--- src/pcr_pkg.sv ---
package pcr_pkg;

    // ====================================================================
    // register map (byte addresses)
    localparam logic [3:0]  ADDR_POCTL    = 4'h0;
    localparam logic [3:0]  ADDR_STATUS   = 4'h4;
    localparam logic [3:0]  ADDR_MASK     = 4'h8;
    localparam int          ADDR_W        = 4;

    // ====================================================================
    // protocol_operation_control fields
    localparam int          CORR_WME_BIT  = 15;
    localparam int          OFS_HI        = 11;
    localparam int          OFS_LO        = 10;
    localparam int          RATE_HI       = 9;
    localparam int          RATE_LO       = 8;
    localparam int          BUSY_BIT      = 7;
    localparam int          CMD_HI        = 3;
    localparam int          CMD_LO        = 0;
    localparam int          LANE_CORR     = 1;
    localparam int          LANE_CMD      = 0;

    localparam logic       WRITE_MODE_ON  = 1'h0;
    localparam logic [1:0] CORR_RST       = 2'h0;
    localparam logic [3:0] CMD_RST        = 4'h0;

    // ====================================================================
    // status / mask bits
    localparam int          ST_W          = 2;
    localparam int          ST_IGNORED    = 0;
    localparam int          ST_ACCEPTED   = 1;
    localparam logic [1:0]  ST_RST        = 2'h0;

    localparam logic [1:0]  RESP_OKAY     = 2'h0;
    localparam logic [1:0]  RESP_DECERR   = 2'h3;

    // ====================================================================
    // protocol commands
    typedef enum logic [3:0] {
        CMD_ALLOW_COLDSTART = 4'h0,
        CMD_CONFIG          = 4'h2,
        CMD_ALL_SLOTS       = 4'h3,
        CMD_READY           = 4'h4,
        CMD_RUN             = 4'h5,
        CMD_DEFAULT_CONFIG  = 4'h6,
        CMD_HALT            = 4'h7,
        CMD_WAKEUP          = 4'h8,
        CMD_ENGINE_RESET    = 4'hA
    } pcr_cmd_t;

    typedef enum logic [1:0] {
        CS_IDLE  = 2'b00,
        CS_DEFER = 2'b01,
        CS_REQ   = 2'b10
    } pcr_cstate_t;

endpackage : pcr_pkg

--- src/pcr_cmd_decode.sv ---
`timescale 1ns/1ns
`default_nettype none
module pcr_cmd_decode (
    // command code
    input  wire logic [3:0] code_i,
    // class
    output logic            legal_o,
    output logic            delayed_o
);
    always_comb begin
        legal_o   = 1'b1;
        delayed_o = 1'b0;
        unique case (code_i)
            pcr_pkg::CMD_ALLOW_COLDSTART, pcr_pkg::CMD_CONFIG, pcr_pkg::CMD_READY,
            pcr_pkg::CMD_RUN, pcr_pkg::CMD_DEFAULT_CONFIG, pcr_pkg::CMD_WAKEUP,
            pcr_pkg::CMD_ENGINE_RESET: begin
                legal_o = 1'b1;
            end
            pcr_pkg::CMD_ALL_SLOTS, pcr_pkg::CMD_HALT: begin
                delayed_o = 1'b1;
            end
            default: begin
                legal_o = 1'b0;
            end
        endcase
    end
endmodule : pcr_cmd_decode
`default_nettype wire

--- src/pcr_protocol_op_control.sv ---
// How it works
// Bit 15 of a register write decides whether the two correction apply fields take new values.
// Bit 15 at zero lets the correction fields update, at one leaves them as they were.
// Both correction apply fields read back the value last written into them.
// Offset apply field 11:10 means 00 none, 10 subtract, 11 add; software never writes 01.
// Rate apply field 9:8 means 00 none, 10 subtract, 11 add; software never writes 01.
// A command field write issues a protocol command; a correction field write is a correction command.
// Busy (bit 7) sets on a command write, clears on engine accept; a write while busy is dropped and flagged.
// Bit 7 written as zero stores the command, written as one leaves the command field alone.
// The command field decodes nine commands; the remaining codes are reserved.
// Halt and all-slots reach the engine only when the current communication cycle ends.
//
// The register addresses and the AXI4-Lite interface to the registers are this design's own decisions.
`timescale 1ns/1ns
`default_nettype none
module pcr_protocol_op_control (
    // clock and reset
    input  wire logic        ref_clk_i,
    input  wire logic        rst_i,
    // axi4-lite write
    input  wire logic [3:0]  s_axi_awaddr_i,
    input  wire logic        s_axi_awvalid_i,
    output logic             s_axi_awready_o,
    input  wire logic [31:0] s_axi_wdata_i,
    input  wire logic [3:0]  s_axi_wstrb_i,
    input  wire logic        s_axi_wvalid_i,
    output logic             s_axi_wready_o,
    output logic [1:0]       s_axi_bresp_o,
    output logic             s_axi_bvalid_o,
    input  wire logic        s_axi_bready_i,
    // axi4-lite read
    input  wire logic [3:0]  s_axi_araddr_i,
    input  wire logic        s_axi_arvalid_i,
    output logic             s_axi_arready_o,
    output logic [31:0]      s_axi_rdata_o,
    output logic [1:0]       s_axi_rresp_o,
    output logic             s_axi_rvalid_o,
    input  wire logic        s_axi_rready_i,
    // protocol engine
    output logic             cmd_req_o,
    output logic [3:0]       cmd_code_o,
    input  wire logic        cmd_accept_i,
    input  wire logic        cycle_end_i,
    // clock correction
    output logic [1:0]       offset_corr_apply_o,
    output logic [1:0]       rate_corr_apply_o,
    output logic             corr_cmd_strobe_o,
    // interrupt
    output logic             irq_o
);
    // ====================================================================
    // state
    logic              awready_r, awready_nxt, wready_r, wready_nxt, req_r, req_nxt;
    logic              bvalid_r, bvalid_nxt, arready_r, arready_nxt, rvalid_r, rvalid_nxt;
    logic [1:0]        bresp_r, bresp_nxt, rresp_r, rresp_nxt;
    logic [31:0]       rdata_r, rdata_nxt;
    logic [1:0]        ofs_r, ofs_nxt, rate_r, rate_nxt;
    logic [3:0]        cmd_r, cmd_nxt;
    logic              busy_r, busy_nxt, strobe_r, strobe_nxt, irq_r, irq_nxt;
    logic [1:0]        st_r, st_nxt, mask_r, mask_nxt;
    pcr_pkg::pcr_cstate_t cs_r, cs_nxt;
    logic              ce_meta_r, ce_sync_r, ce_prev_r;
    logic              legal, delayed, wr_go, rd_go, ce_rise, cmd_wr, cmd_ignored;
    logic [31:0]       ctl_view;

    pcr_cmd_decode pcr_cmd_decode_i (
        .code_i    (s_axi_wdata_i[pcr_pkg::CMD_HI:pcr_pkg::CMD_LO]),
        .legal_o   (legal),
        .delayed_o (delayed)
    );

    // ====================================================================
    // cycle-end pin synchroniser; edge taken from the second stage only
    always_ff @(posedge ref_clk_i) begin
        if (rst_i) begin
            ce_meta_r <= 1'b0;
            ce_sync_r <= 1'b0;
            ce_prev_r <= 1'b0;
        end else begin
            ce_meta_r <= cycle_end_i;
            ce_sync_r <= ce_meta_r;
            ce_prev_r <= ce_sync_r;
        end
    end
    assign ce_rise = ce_sync_r & ~ce_prev_r;

    // ====================================================================
    // next-state logic
    always_comb begin
        ctl_view = '0;
        ctl_view[pcr_pkg::OFS_HI:pcr_pkg::OFS_LO]   = ofs_r;
        ctl_view[pcr_pkg::RATE_HI:pcr_pkg::RATE_LO] = rate_r;
        ctl_view[pcr_pkg::BUSY_BIT]                 = busy_r;
        ctl_view[pcr_pkg::CMD_HI:pcr_pkg::CMD_LO]   = cmd_r;

        // both channels taken in one cycle; a pending response holds off the next write
        wr_go = s_axi_awvalid_i & s_axi_wvalid_i & ~bvalid_r & ~awready_r;
        rd_go = s_axi_arvalid_i & ~rvalid_r & ~arready_r;
        awready_nxt = wr_go;
        wready_nxt  = wr_go;
        arready_nxt = rd_go;
        bvalid_nxt  = (bvalid_r & ~s_axi_bready_i) | wr_go;
        bresp_nxt   = bresp_r;
        rvalid_nxt  = (rvalid_r & ~s_axi_rready_i) | rd_go;
        rresp_nxt   = rresp_r;
        rdata_nxt   = rdata_r;

        ofs_nxt    = ofs_r;
        rate_nxt   = rate_r;
        cmd_nxt    = cmd_r;
        busy_nxt   = busy_r;
        cs_nxt     = cs_r;
        strobe_nxt = 1'b0;
        mask_nxt   = mask_r;
        st_nxt     = st_r;
        cmd_wr      = 1'b0;
        cmd_ignored = 1'b0;

        // engine handshake
        unique case (cs_r)
            pcr_pkg::CS_IDLE: begin
                cs_nxt = pcr_pkg::CS_IDLE;
            end
            pcr_pkg::CS_DEFER: begin
                if (ce_rise) begin
                    cs_nxt = pcr_pkg::CS_REQ;
                end
            end
            pcr_pkg::CS_REQ: begin
                if (cmd_accept_i) begin
                    cs_nxt   = pcr_pkg::CS_IDLE;
                    busy_nxt = 1'b0;
                end
            end
            default: begin
                cs_nxt = pcr_pkg::CS_IDLE;
            end
        endcase

        if (wr_go) begin
            bresp_nxt = pcr_pkg::RESP_OKAY;
            unique case (s_axi_awaddr_i)
                pcr_pkg::ADDR_POCTL: begin
                    // a missing upper byte lane counts as "no write" for the corrections
                    if (s_axi_wstrb_i[pcr_pkg::LANE_CORR] &&
                        s_axi_wdata_i[pcr_pkg::CORR_WME_BIT] == pcr_pkg::WRITE_MODE_ON) begin
                        ofs_nxt    = s_axi_wdata_i[pcr_pkg::OFS_HI:pcr_pkg::OFS_LO];
                        rate_nxt   = s_axi_wdata_i[pcr_pkg::RATE_HI:pcr_pkg::RATE_LO];
                        strobe_nxt = 1'b1;
                    end
                    cmd_wr = s_axi_wstrb_i[pcr_pkg::LANE_CMD] &&
                             s_axi_wdata_i[pcr_pkg::BUSY_BIT] == pcr_pkg::WRITE_MODE_ON;
                    if (cmd_wr && busy_r) begin
                        cmd_ignored = 1'b1;
                    end else if (cmd_wr && legal) begin
                        cmd_nxt  = s_axi_wdata_i[pcr_pkg::CMD_HI:pcr_pkg::CMD_LO];
                        busy_nxt = 1'b1;
                        cs_nxt   = delayed ? pcr_pkg::CS_DEFER : pcr_pkg::CS_REQ;
                    end
                end
                pcr_pkg::ADDR_STATUS: begin
                    st_nxt = st_nxt & ~s_axi_wdata_i[pcr_pkg::ST_W-1:0];
                end
                pcr_pkg::ADDR_MASK: begin
                    mask_nxt = s_axi_wdata_i[pcr_pkg::ST_W-1:0];
                end
                default: begin
                    bresp_nxt = pcr_pkg::RESP_DECERR;
                end
            endcase
        end
        // hardware set wins over a same-cycle clear
        if (cmd_ignored) begin
            st_nxt[pcr_pkg::ST_IGNORED] = 1'b1;
        end
        if (cs_r == pcr_pkg::CS_REQ && cmd_accept_i) begin
            st_nxt[pcr_pkg::ST_ACCEPTED] = 1'b1;
        end

        if (rd_go) begin
            rresp_nxt = pcr_pkg::RESP_OKAY;
            unique case (s_axi_araddr_i)
                pcr_pkg::ADDR_POCTL: begin
                    rdata_nxt = ctl_view;
                end
                pcr_pkg::ADDR_STATUS: begin
                    rdata_nxt = {30'h0, st_r};
                end
                pcr_pkg::ADDR_MASK: begin
                    rdata_nxt = {30'h0, mask_r};
                end
                default: begin
                    rdata_nxt = '0;
                    rresp_nxt = pcr_pkg::RESP_DECERR;
                end
            endcase
        end
        req_nxt = (cs_nxt == pcr_pkg::CS_REQ);
        irq_nxt = |(st_nxt & mask_nxt);
    end

    // ====================================================================
    // registers
    always_ff @(posedge ref_clk_i) begin
        if (rst_i) begin
            awready_r <= 1'b0;
            wready_r  <= 1'b0;
            bvalid_r  <= 1'b0;
            bresp_r   <= pcr_pkg::RESP_OKAY;
            arready_r <= 1'b0;
            rvalid_r  <= 1'b0;
            rresp_r   <= pcr_pkg::RESP_OKAY;
            rdata_r   <= '0;
            ofs_r     <= pcr_pkg::CORR_RST;
            rate_r    <= pcr_pkg::CORR_RST;
            cmd_r     <= pcr_pkg::CMD_RST;
            busy_r    <= 1'b0;
            cs_r      <= pcr_pkg::CS_IDLE;
            strobe_r  <= 1'b0;
            st_r      <= pcr_pkg::ST_RST;
            mask_r    <= pcr_pkg::ST_RST;
            irq_r     <= 1'b0;
            req_r     <= 1'b0;
        end else begin
            awready_r <= awready_nxt;
            wready_r  <= wready_nxt;
            bvalid_r  <= bvalid_nxt;
            bresp_r   <= bresp_nxt;
            arready_r <= arready_nxt;
            rvalid_r  <= rvalid_nxt;
            rresp_r   <= rresp_nxt;
            rdata_r   <= rdata_nxt;
            ofs_r     <= ofs_nxt;
            rate_r    <= rate_nxt;
            cmd_r     <= cmd_nxt;
            busy_r    <= busy_nxt;
            cs_r      <= cs_nxt;
            strobe_r  <= strobe_nxt;
            st_r      <= st_nxt;
            mask_r    <= mask_nxt;
            irq_r     <= irq_nxt;
            req_r     <= req_nxt;
        end
    end

    assign s_axi_awready_o     = awready_r;
    assign s_axi_wready_o      = wready_r;
    assign s_axi_bvalid_o      = bvalid_r;
    assign s_axi_bresp_o       = bresp_r;
    assign s_axi_arready_o     = arready_r;
    assign s_axi_rvalid_o      = rvalid_r;
    assign s_axi_rresp_o       = rresp_r;
    assign s_axi_rdata_o       = rdata_r;
    assign cmd_req_o           = req_r;
    assign cmd_code_o          = cmd_r;
    assign offset_corr_apply_o = ofs_r;
    assign rate_corr_apply_o   = rate_r;
    assign corr_cmd_strobe_o   = strobe_r;
    assign irq_o               = irq_r;

    // ====================================================================
    // checks
    a_corr_hold_wme: assert property (@(posedge ref_clk_i) disable iff (rst_i)
        (wr_go && s_axi_wdata_i[pcr_pkg::CORR_WME_BIT]) |=> $stable(ofs_r) && $stable(rate_r))
        else $error("correction fields changed with write mode off");
    a_corr_write_on: assert property (@(posedge ref_clk_i) disable iff (rst_i)
        (wr_go && s_axi_awaddr_i == pcr_pkg::ADDR_POCTL && s_axi_wstrb_i[pcr_pkg::LANE_CORR]
         && !s_axi_wdata_i[pcr_pkg::CORR_WME_BIT])
        |=> offset_corr_apply_o == $past(s_axi_wdata_i[pcr_pkg::OFS_HI:pcr_pkg::OFS_LO])
            && rate_corr_apply_o == $past(s_axi_wdata_i[pcr_pkg::RATE_HI:pcr_pkg::RATE_LO])
            && corr_cmd_strobe_o)
        else $error("correction fields not written");
    a_ofs_readback: assert property (@(posedge ref_clk_i) disable iff (rst_i)
        (rd_go && s_axi_araddr_i == pcr_pkg::ADDR_POCTL)
        |=> s_axi_rdata_o[pcr_pkg::OFS_HI:pcr_pkg::RATE_LO] == {$past(ofs_r), $past(rate_r)})
        else $error("correction readback wrong");
    a_busy_ignore: assert property (@(posedge ref_clk_i) disable iff (rst_i)
        (wr_go && cmd_wr && busy_r) |=> $stable(cmd_r) && st_r[pcr_pkg::ST_IGNORED])
        else $error("busy write not ignored");
    a_busy_clear: assert property (@(posedge ref_clk_i) disable iff (rst_i)
        (cmd_req_o && cmd_accept_i) |=> !busy_r && !cmd_req_o)
        else $error("busy not cleared on accept");
    a_cmd_issue: assert property (@(posedge ref_clk_i) disable iff (rst_i)
        (wr_go && cmd_wr && !busy_r && legal && !delayed) |=> cmd_req_o && busy_r)
        else $error("command not issued");
    a_cmd_hold_wmc: assert property (@(posedge ref_clk_i) disable iff (rst_i)
        (wr_go && !cmd_wr && cs_r == pcr_pkg::CS_IDLE) |=> $stable(cmd_r) && !cmd_req_o)
        else $error("command stored with write mode off");
    a_reserved_drop: assert property (@(posedge ref_clk_i) disable iff (rst_i)
        (wr_go && cmd_wr && !legal) |=> $stable(cmd_r))
        else $error("reserved command stored");
    a_delay_wait: assert property (@(posedge ref_clk_i) disable iff (rst_i)
        (cs_r == pcr_pkg::CS_DEFER && !ce_rise) |=> !cmd_req_o)
        else $error("delayed command issued early");
    a_irq_level: assert property (@(posedge ref_clk_i) disable iff (rst_i)
        irq_o == |(st_r & mask_r))
        else $error("interrupt missing");
endmodule : pcr_protocol_op_control
`default_nettype wire

--- config.mk ---
export PLATFORM = sky130hd
export DESIGN_NAME = pcr_protocol_op_control
export DESIGN_NICKNAME = d
export VERILOG_FILES = /design/src/pcr_pkg.sv /design/src/pcr_cmd_decode.sv /design/src/pcr_protocol_op_control.sv
export SDC_FILE = /design/constraint.sdc
export NUM_CORES = 1
export LEC_CHECK = 0
export ABC_CLOCK_PERIOD_IN_PS = 1720
export BUFFER_PORTS_ARGS = -buffer_cell sky130_fd_sc_hd__buf_4
export CAP_MARGIN = 25
export CORE_UTILIZATION = 38
export DETAILED_ROUTE_END_ITERATION = 10
export MAX_ROUTING_LAYER = met4
export PLACE_DENSITY = 0.77
export SETUP_SLACK_MARGIN = 0.3
export SYNTH_ARGS = -nofsm -noshare
export SYNTH_HDL_FRONTEND = slang
export SYNTH_SLANG_ARGS = --single-unit
--- constraint.sdc ---
create_clock -name ref_clk_i -period 1.72 [get_ports ref_clk_i]
set_clock_uncertainty 0.1 [all_clocks]
set_input_delay 0.516 -clock ref_clk_i [delete_from_list [all_inputs] [get_ports ref_clk_i]]
set_output_delay 0.516 -clock ref_clk_i [all_outputs]
set_load 0.05 [all_outputs]
==> results.cfg, run 1 <==
[yosys]
synth-xor-area-share_pct = 0
synth.yosys.seq_area_share_pct = 42.9
synth_warnings = 0
ys_ff_latch = 36
synth_top_family_by_area = simple AND/OR/NAND/NOR gates
synth_area_um2 = 1680
synth_adder_area_share_pct = 1.49
avgSynthCellArea_um2 = 9.66
syn-instance-count = 174
yosys.area_share.simple_pct = 22.0
synth.distinct_cells = 37
synth_compound_area_share_pct = 11.2
synth_mux_area_share_pct = 7.82

[clock_tree]
clockBufferDepth = 2
cts_tree = built
cts.clk_slew.worst_paths_ps = 70
cts_hold_buffers = 0
clock_latency_ps = 280
htreeDepth = 2
clock_sink_count = 36
cts-root-buf = clkbuf_8
cts_made_buffers = 5

[routing]
routed_wl_mm = 3.81
wl_per_cell_um = 12.8
wl_met3_um = 204
num_vias = 1386
met1_length_mm = 1.63
postRouteAntennaNets = 0
met2WireLength_mm = 1.94
detail_route.drc_violations = 0
firstDrtPassIters = 4
via_per_inst = 4.67
highest_layer = met4
drt-initial-drc-count = 71

[grt]
grt_pass1_wl_mm = 5.96
grt_pass1_vias = 1396
grt_antenna_before_repair = 0
grt_overflow = 0
grt_use_total_pct = 17.5
grt_max_degree = 21

[critical_path]
worst_ep_required_time_ps = 1840
start_kind = flop
crit_arrival_ps = 1820
cp_max_fo = 7
path_class = reg2reg
end_kind = flop

[finish]
seq_area_um2 = 767
fillers = 328
layout_commonest_cell = buf_4
drive_gt1_share_pct = 53.8
layout.nets = 301
final_cell_mix = 41 x buf_4, 23 x nor2_1, 23 x conb_1, 22 x buf_8, 16 x dfxtp_2
antennaDiodeCount = 0
finalNonFillerCells = 297
areaGrowthSynthToFinish_pct = 60.5
fin_area_um2 = 2700
multiInputGateArea_um2 = 912

[placement]
numPlacedInstances = 280
dpl.hpwl_mm = 2.61
port_buffers = 57
place_ws_ps = -200
dpl-instance-area_um2 = 2180
gpl.final_weighted_congestion = 0.826

[power_and_ir_drop]
seq_power_share_pct = 42.9
p_sw_w = 0.000551
p_clk_share_pct = 37.3
p_total_w = 0.00199
intPower_w = 0.00143
power_switching_share_pct = 27.7
p_leak_nw = 1.11
power_density_nw_per_um2 = 736
ir_drop_mv = 0.550
comb_power_share_pct = 19.8

[outcome]
status = completed

[sta]
finalCritPeriodShare_pct = 99.2
rsz0062_at_grt = true
fin_ws_ps = 13.7
hold_violations = 0
max_freq_mhz = 586
setup_violations = 0
slew_violations = 0
layout_min_cycle_time_ps = 1710
finalSetupTns_ps = 0

[floorplan]
die_w_um = 68.5
io_pins = 105
dieArea_um2 = 4690
num_rows = 23
start_util_pct = 40.8
die_h_um = 68.5
core_area_um2 = 4120

[run]
max-cap-violations = 0

[worst_hold_path]
hp-class = reg2reg
## routing by layer
layer	up-vias	global-route usage (%)
met4	0	5.47
met5	-	-
met2	46	29.7
met3	5	4.28
met1	648	20.4
li1	687	-
## power by group through the flow
stage | registers, W | logic, W | clock network [W]
detailed placement | 0.000874 | 0.000342 | 0
CTS | 0.000857 | 0.000367 | 0.000759
global route | 0.000853 | 0.000414 | 0.000796
global placement | 0.000874 | 0.000339 | 0
floorplan | 0.000909 | 0.000234 | 0
finish | 0.000852 | 0.000393 | 0.000740
## cell usage after synthesis
| master | n | area, µm² |
|---|---|---|
| ha_1 | 2 | 25.0 |
| or3b_4 | 1 | 11.3 |
| nor3b_1 | 1 | 7.51 |
| inv_1 | 3 | 11.3 |
| or2b_1 | 1 | 7.51 |
| or3_4 | 1 | 11.3 |
| a22o_1 | 2 | 17.5 |
| conb_1 | 1 | 3.75 |
| dfxtp_1 | 36 | 721 |
| nand3_1 | 1 | 5.00 |
| nand2b_1 | 3 | 18.8 |
| or3_1 | 1 | 6.26 |
| nor2_1 | 23 | 86.3 |
| mux2_2 | 1 | 11.3 |
| and4bb_2 | 2 | 25.0 |
| a22oi_1 | 9 | 67.6 |
| nor3_1 | 2 | 10.0 |
| a211oi_1 | 1 | 7.51 |
| a21bo_2 | 2 | 20.0 |
| a2111oi_0 | 1 | 8.76 |
| nand3b_1 | 3 | 22.5 |
| a41oi_1 | 1 | 8.76 |
| buf_2 | 1 | 5.00 |
| buf_1 | 1 | 3.75 |
| and4b_1 | 1 | 10.0 |
| o22ai_1 | 2 | 12.5 |
| nor2b_1 | 9 | 56.3 |
| nor3_4 | 1 | 16.3 |
| mux2i_1 | 12 | 120 |
| nand4bb_4 | 1 | 27.5 |
| buf_4 | 27 | 203 |
| nand2_1 | 5 | 18.8 |
| o21ai_0 | 1 | 5.00 |
| nor4_4 | 1 | 21.3 |
| nor4b_1 | 1 | 8.76 |
| clkbuf_1 | 5 | 18.8 |
| a21oi_1 | 8 | 40.0 |
## final timing paths
path,from,end,slack (ps),depth (start not counted)
max,s_axi_rvalid_o,s_axi_rdata_o[8],10,6
min,ce_meta_r,ce_sync_r,340,1
max reg2reg,s_axi_rvalid_o,s_axi_rdata_o[8],10,6
min reg2reg,ce_meta_r,ce_sync_r,340,1
## kinds of logic (layout without fill, tap and decap cells)
kind of cell / count (synthesis) / after routing
adders and majority gates: 2 / 2
and+or+nand+nor: 58 / 58
AOI/OAI and AO/OA: 27 / 27
other: 1 / 23
DFF: 36 / 36
buffers and inverters: 37 / 88
muxes: 13 / 13
## registers in the layout (all words and copies together), names as in the netlist, 2 cells and up
| name | flops |
|---|---|
| s_axi_rdata_o | 9 |
| cmd_code_o | 4 |
| offset_corr_apply_o | 2 |
| rate_corr_apply_o | 2 |
| st_r | 2 |
| cs_r | 2 |
| mask_r | 2 |
## through the flow
stage               util (%)  hold slack [ps]
global route            65.5              344
finish                  65.5              343
global placement        52.9              322
CTS                     60.6              339
detailed placement      52.9              331
floorplan                  -              314
## critical path: stages, from the launching register on
cell,delay (ps)
dfxtp_2,320
or3b_4,390
or3_4,370
nor3_4,160
buf_12,150
a22oi_2,50
nor2_1,100
## repair_timing
action	CTS	global route
endpoints found under the setup margin	54	53
gates cloned	0	0
buffers inserted	4	5
endpoints found under the hold margin	0	0
resized for setup	51	43
pin swaps	5	10
## layout make-up
class / count / area share [%]
Timing Repair Buffer: 77 / 30.5
Sequential cell: 36 / 28.4
Inverter: 3 / 0.418
Clock buffer: 8 / 4.50
Tap cell: 50 / 2.32
Multi-Input combinational cell: 123 / 33.8
(Power assumes the default switching activity.)
==> run 2, diff against run 1 <==
--- a/config.mk
+++ b/config.mk
@@ -8,6 +8,7 @@
 export ABC_CLOCK_PERIOD_IN_PS = 1720
 export BUFFER_PORTS_ARGS = -buffer_cell sky130_fd_sc_hd__buf_4
 export CAP_MARGIN = 25
+export CORE_MARGIN = 2
 export CORE_UTILIZATION = 38
 export DETAILED_ROUTE_END_ITERATION = 10
 export MAX_ROUTING_LAYER = met4
==> results.cfg, run 2 (same netlist as run 1, synthesis figures left out) <==
[finish]
largest_register_ffs = 9
drive_gt1_share_pct = 56.7
areaGrowthSynthToFinish_pct = 63.5
finish.utilization_pct = 64.0
antennaDiodeCount = 0
finalNonFillerCells = 304
multiInputGateArea_um2 = 962
layout_commonest_cell = buf_4
layout.nets = 306
fillers = 344
final_cell_mix = 46 x buf_4, 23 x nor2_1, 23 x conb_1, 22 x buf_8, 17 x dfxtp_2
seq_area_um2 = 768

[placement]
dpl.hpwl_mm = 2.82
port_buffers = 57
numPlacedInstances = 283
gpl.final_weighted_congestion = 0.800

[critical_path]
start_kind = flop
r2r_start = s_axi_rvalid_o
end_kind = flop
worst_ep_required_time_ps = 1830
critPathSlowestCell = or3b_4
crit_arrival_ps = 1840
worstRegToRegCells = 6
cp_max_fo = 7
path_class = reg2reg
rrSetupSlack_ps = -5
cpPeakStageDelay_ps = 390
r2r_end = s_axi_rdata_o[2]
crit_path_cell_trace = or3b_4 -> or3_4 -> nor3_4 -> buf_12 -> a22oi_2 -> nor2_1

[sta]
hold_violations = 0
layout_min_cycle_time_ps = 1720
fin_ws_ps = -4.79
setup_violations = 1
slew_violations = 0
rsz0062_at_grt = true
max_freq_mhz = 580
finalCritPeriodShare_pct = 100

[clock_tree]
cts.clk_slew.worst_paths_ps = 70
clock_latency_ps = 290
clockBufferDepth = 2
cts-root-buf = clkbuf_8
cts_made_buffers = 5
clock_sink_count = 36
htreeDepth = 2
cts_hold_buffers = 0
cts_tree = built

[floorplan]
dieArea_um2 = 4970
die_w_um = 70.5
num_rows = 24
core_area_um2 = 4290
start_util_pct = 39.1
die_h_um = 70.5
io_pins = 105

[grt]
grt_use_total_pct = 16.7
grt_overflow = 0
grt_max_degree = 25
grt_antenna_before_repair = 0
grt_pass1_wl_mm = 6.35
grt_pass1_vias = 1334

[power_and_ir_drop]
ir_drop_mv = 0.452
p_leak_nw = 1.12
power_density_nw_per_um2 = 681
p_total_w = 0.00187

[routing]
drt-initial-drc-count = 18
num_vias = 1473
firstDrtPassIters = 4
postRouteAntennaNets = 0
wl_per_cell_um = 14.8
routed_wl_mm = 4.49
via_per_inst = 4.85
detail_route.drc_violations = 0

[worst_hold_path]
hp-class = in2reg
hold_end = ce_meta_r
hp-start = cycle_end_i
holdPathStages = 2

[run]
max-cap-violations = 0

[outcome]
status = finished, violations left
violations = setup timing
## run 2: repair_timing
action	in CTS	in global routing
buffers inserted	5	8
pin swaps	5	13
gates resized for setup	58	47
endpoints found under the setup margin	55	54
cloned	0	0
## run 2: worst max-delay path, delay by kind of cell (launching register included)
kind | cells | cell delay (ps)
buf+inv | 1 | 150
flops | 1 | 330
compound gates | 1 | 50
simple gates | 4 | 1020
## run 2: worst max path at each step
| stage | startpoint | depth (start not counted) | end | slack, ps |
|---|---|---|---|---|
| global route | s_axi_bvalid_o | 6 | cmd_code_o[2] | -80 |
| global placement | s_axi_arvalid_i | 7 | s_axi_rdata_o[9] | -180 |
| floorplan | s_axi_arvalid_i | 5 | s_axi_rdata_o[10] | -60 |
| CTS | s_axi_bvalid_o | 6 | cs_r[0] | 40 |
| finish | s_axi_rvalid_o | 6 | s_axi_rdata_o[2] | -5 |
| detailed placement | s_axi_arvalid_i | 7 | s_axi_rdata_o[10] | -200 |
## run 2: per-stage QoR
stage	TNS, ps	cell area, µm²	setup WS, ps	hold WS, ps
2_1_floorplan	-535	1810	-64.4	314
3_3_place_gp	-2750	2170	-176	329
3_5_place_dp	-3240	2170	-196	335
4_1_cts	0	2490	44.3	345
5_1_grt	-557	2750	-81.5	338
6_report	-4.79	2750	-4.79	341
## run 2: cell type report
cell class | count | area share, %
Sequential cell | 36 | 28.0
Timing Repair Buffer | 82 | 31.0
Clock buffer | 8 | 3.28
Inverter | 3 | 0.410
Tap cell | 52 | 2.37
Multi-Input combinational cell | 123 | 35.0
## run 2: power breakdown
part           switching, W  total [W]  internal (W)
clock              0.000294   0.000621      0.000327
combinational      0.000259   0.000399      0.000140
sequential        0.0000121   0.000853      0.000841
## run 2: layer usage
metal / vias up / routed length (µm) / track usage (%) / share of wire, %
met5: - / 0 / - / 0
met4: 0 / 47 / 5.13 / 1.0
met3: 5 / 251 / 4.62 / 5.6
met2: 51 / 2430 / 26.7 / 54
met1: 714 / 1770 / 20.5 / 39
li1: 703 / - / - / -
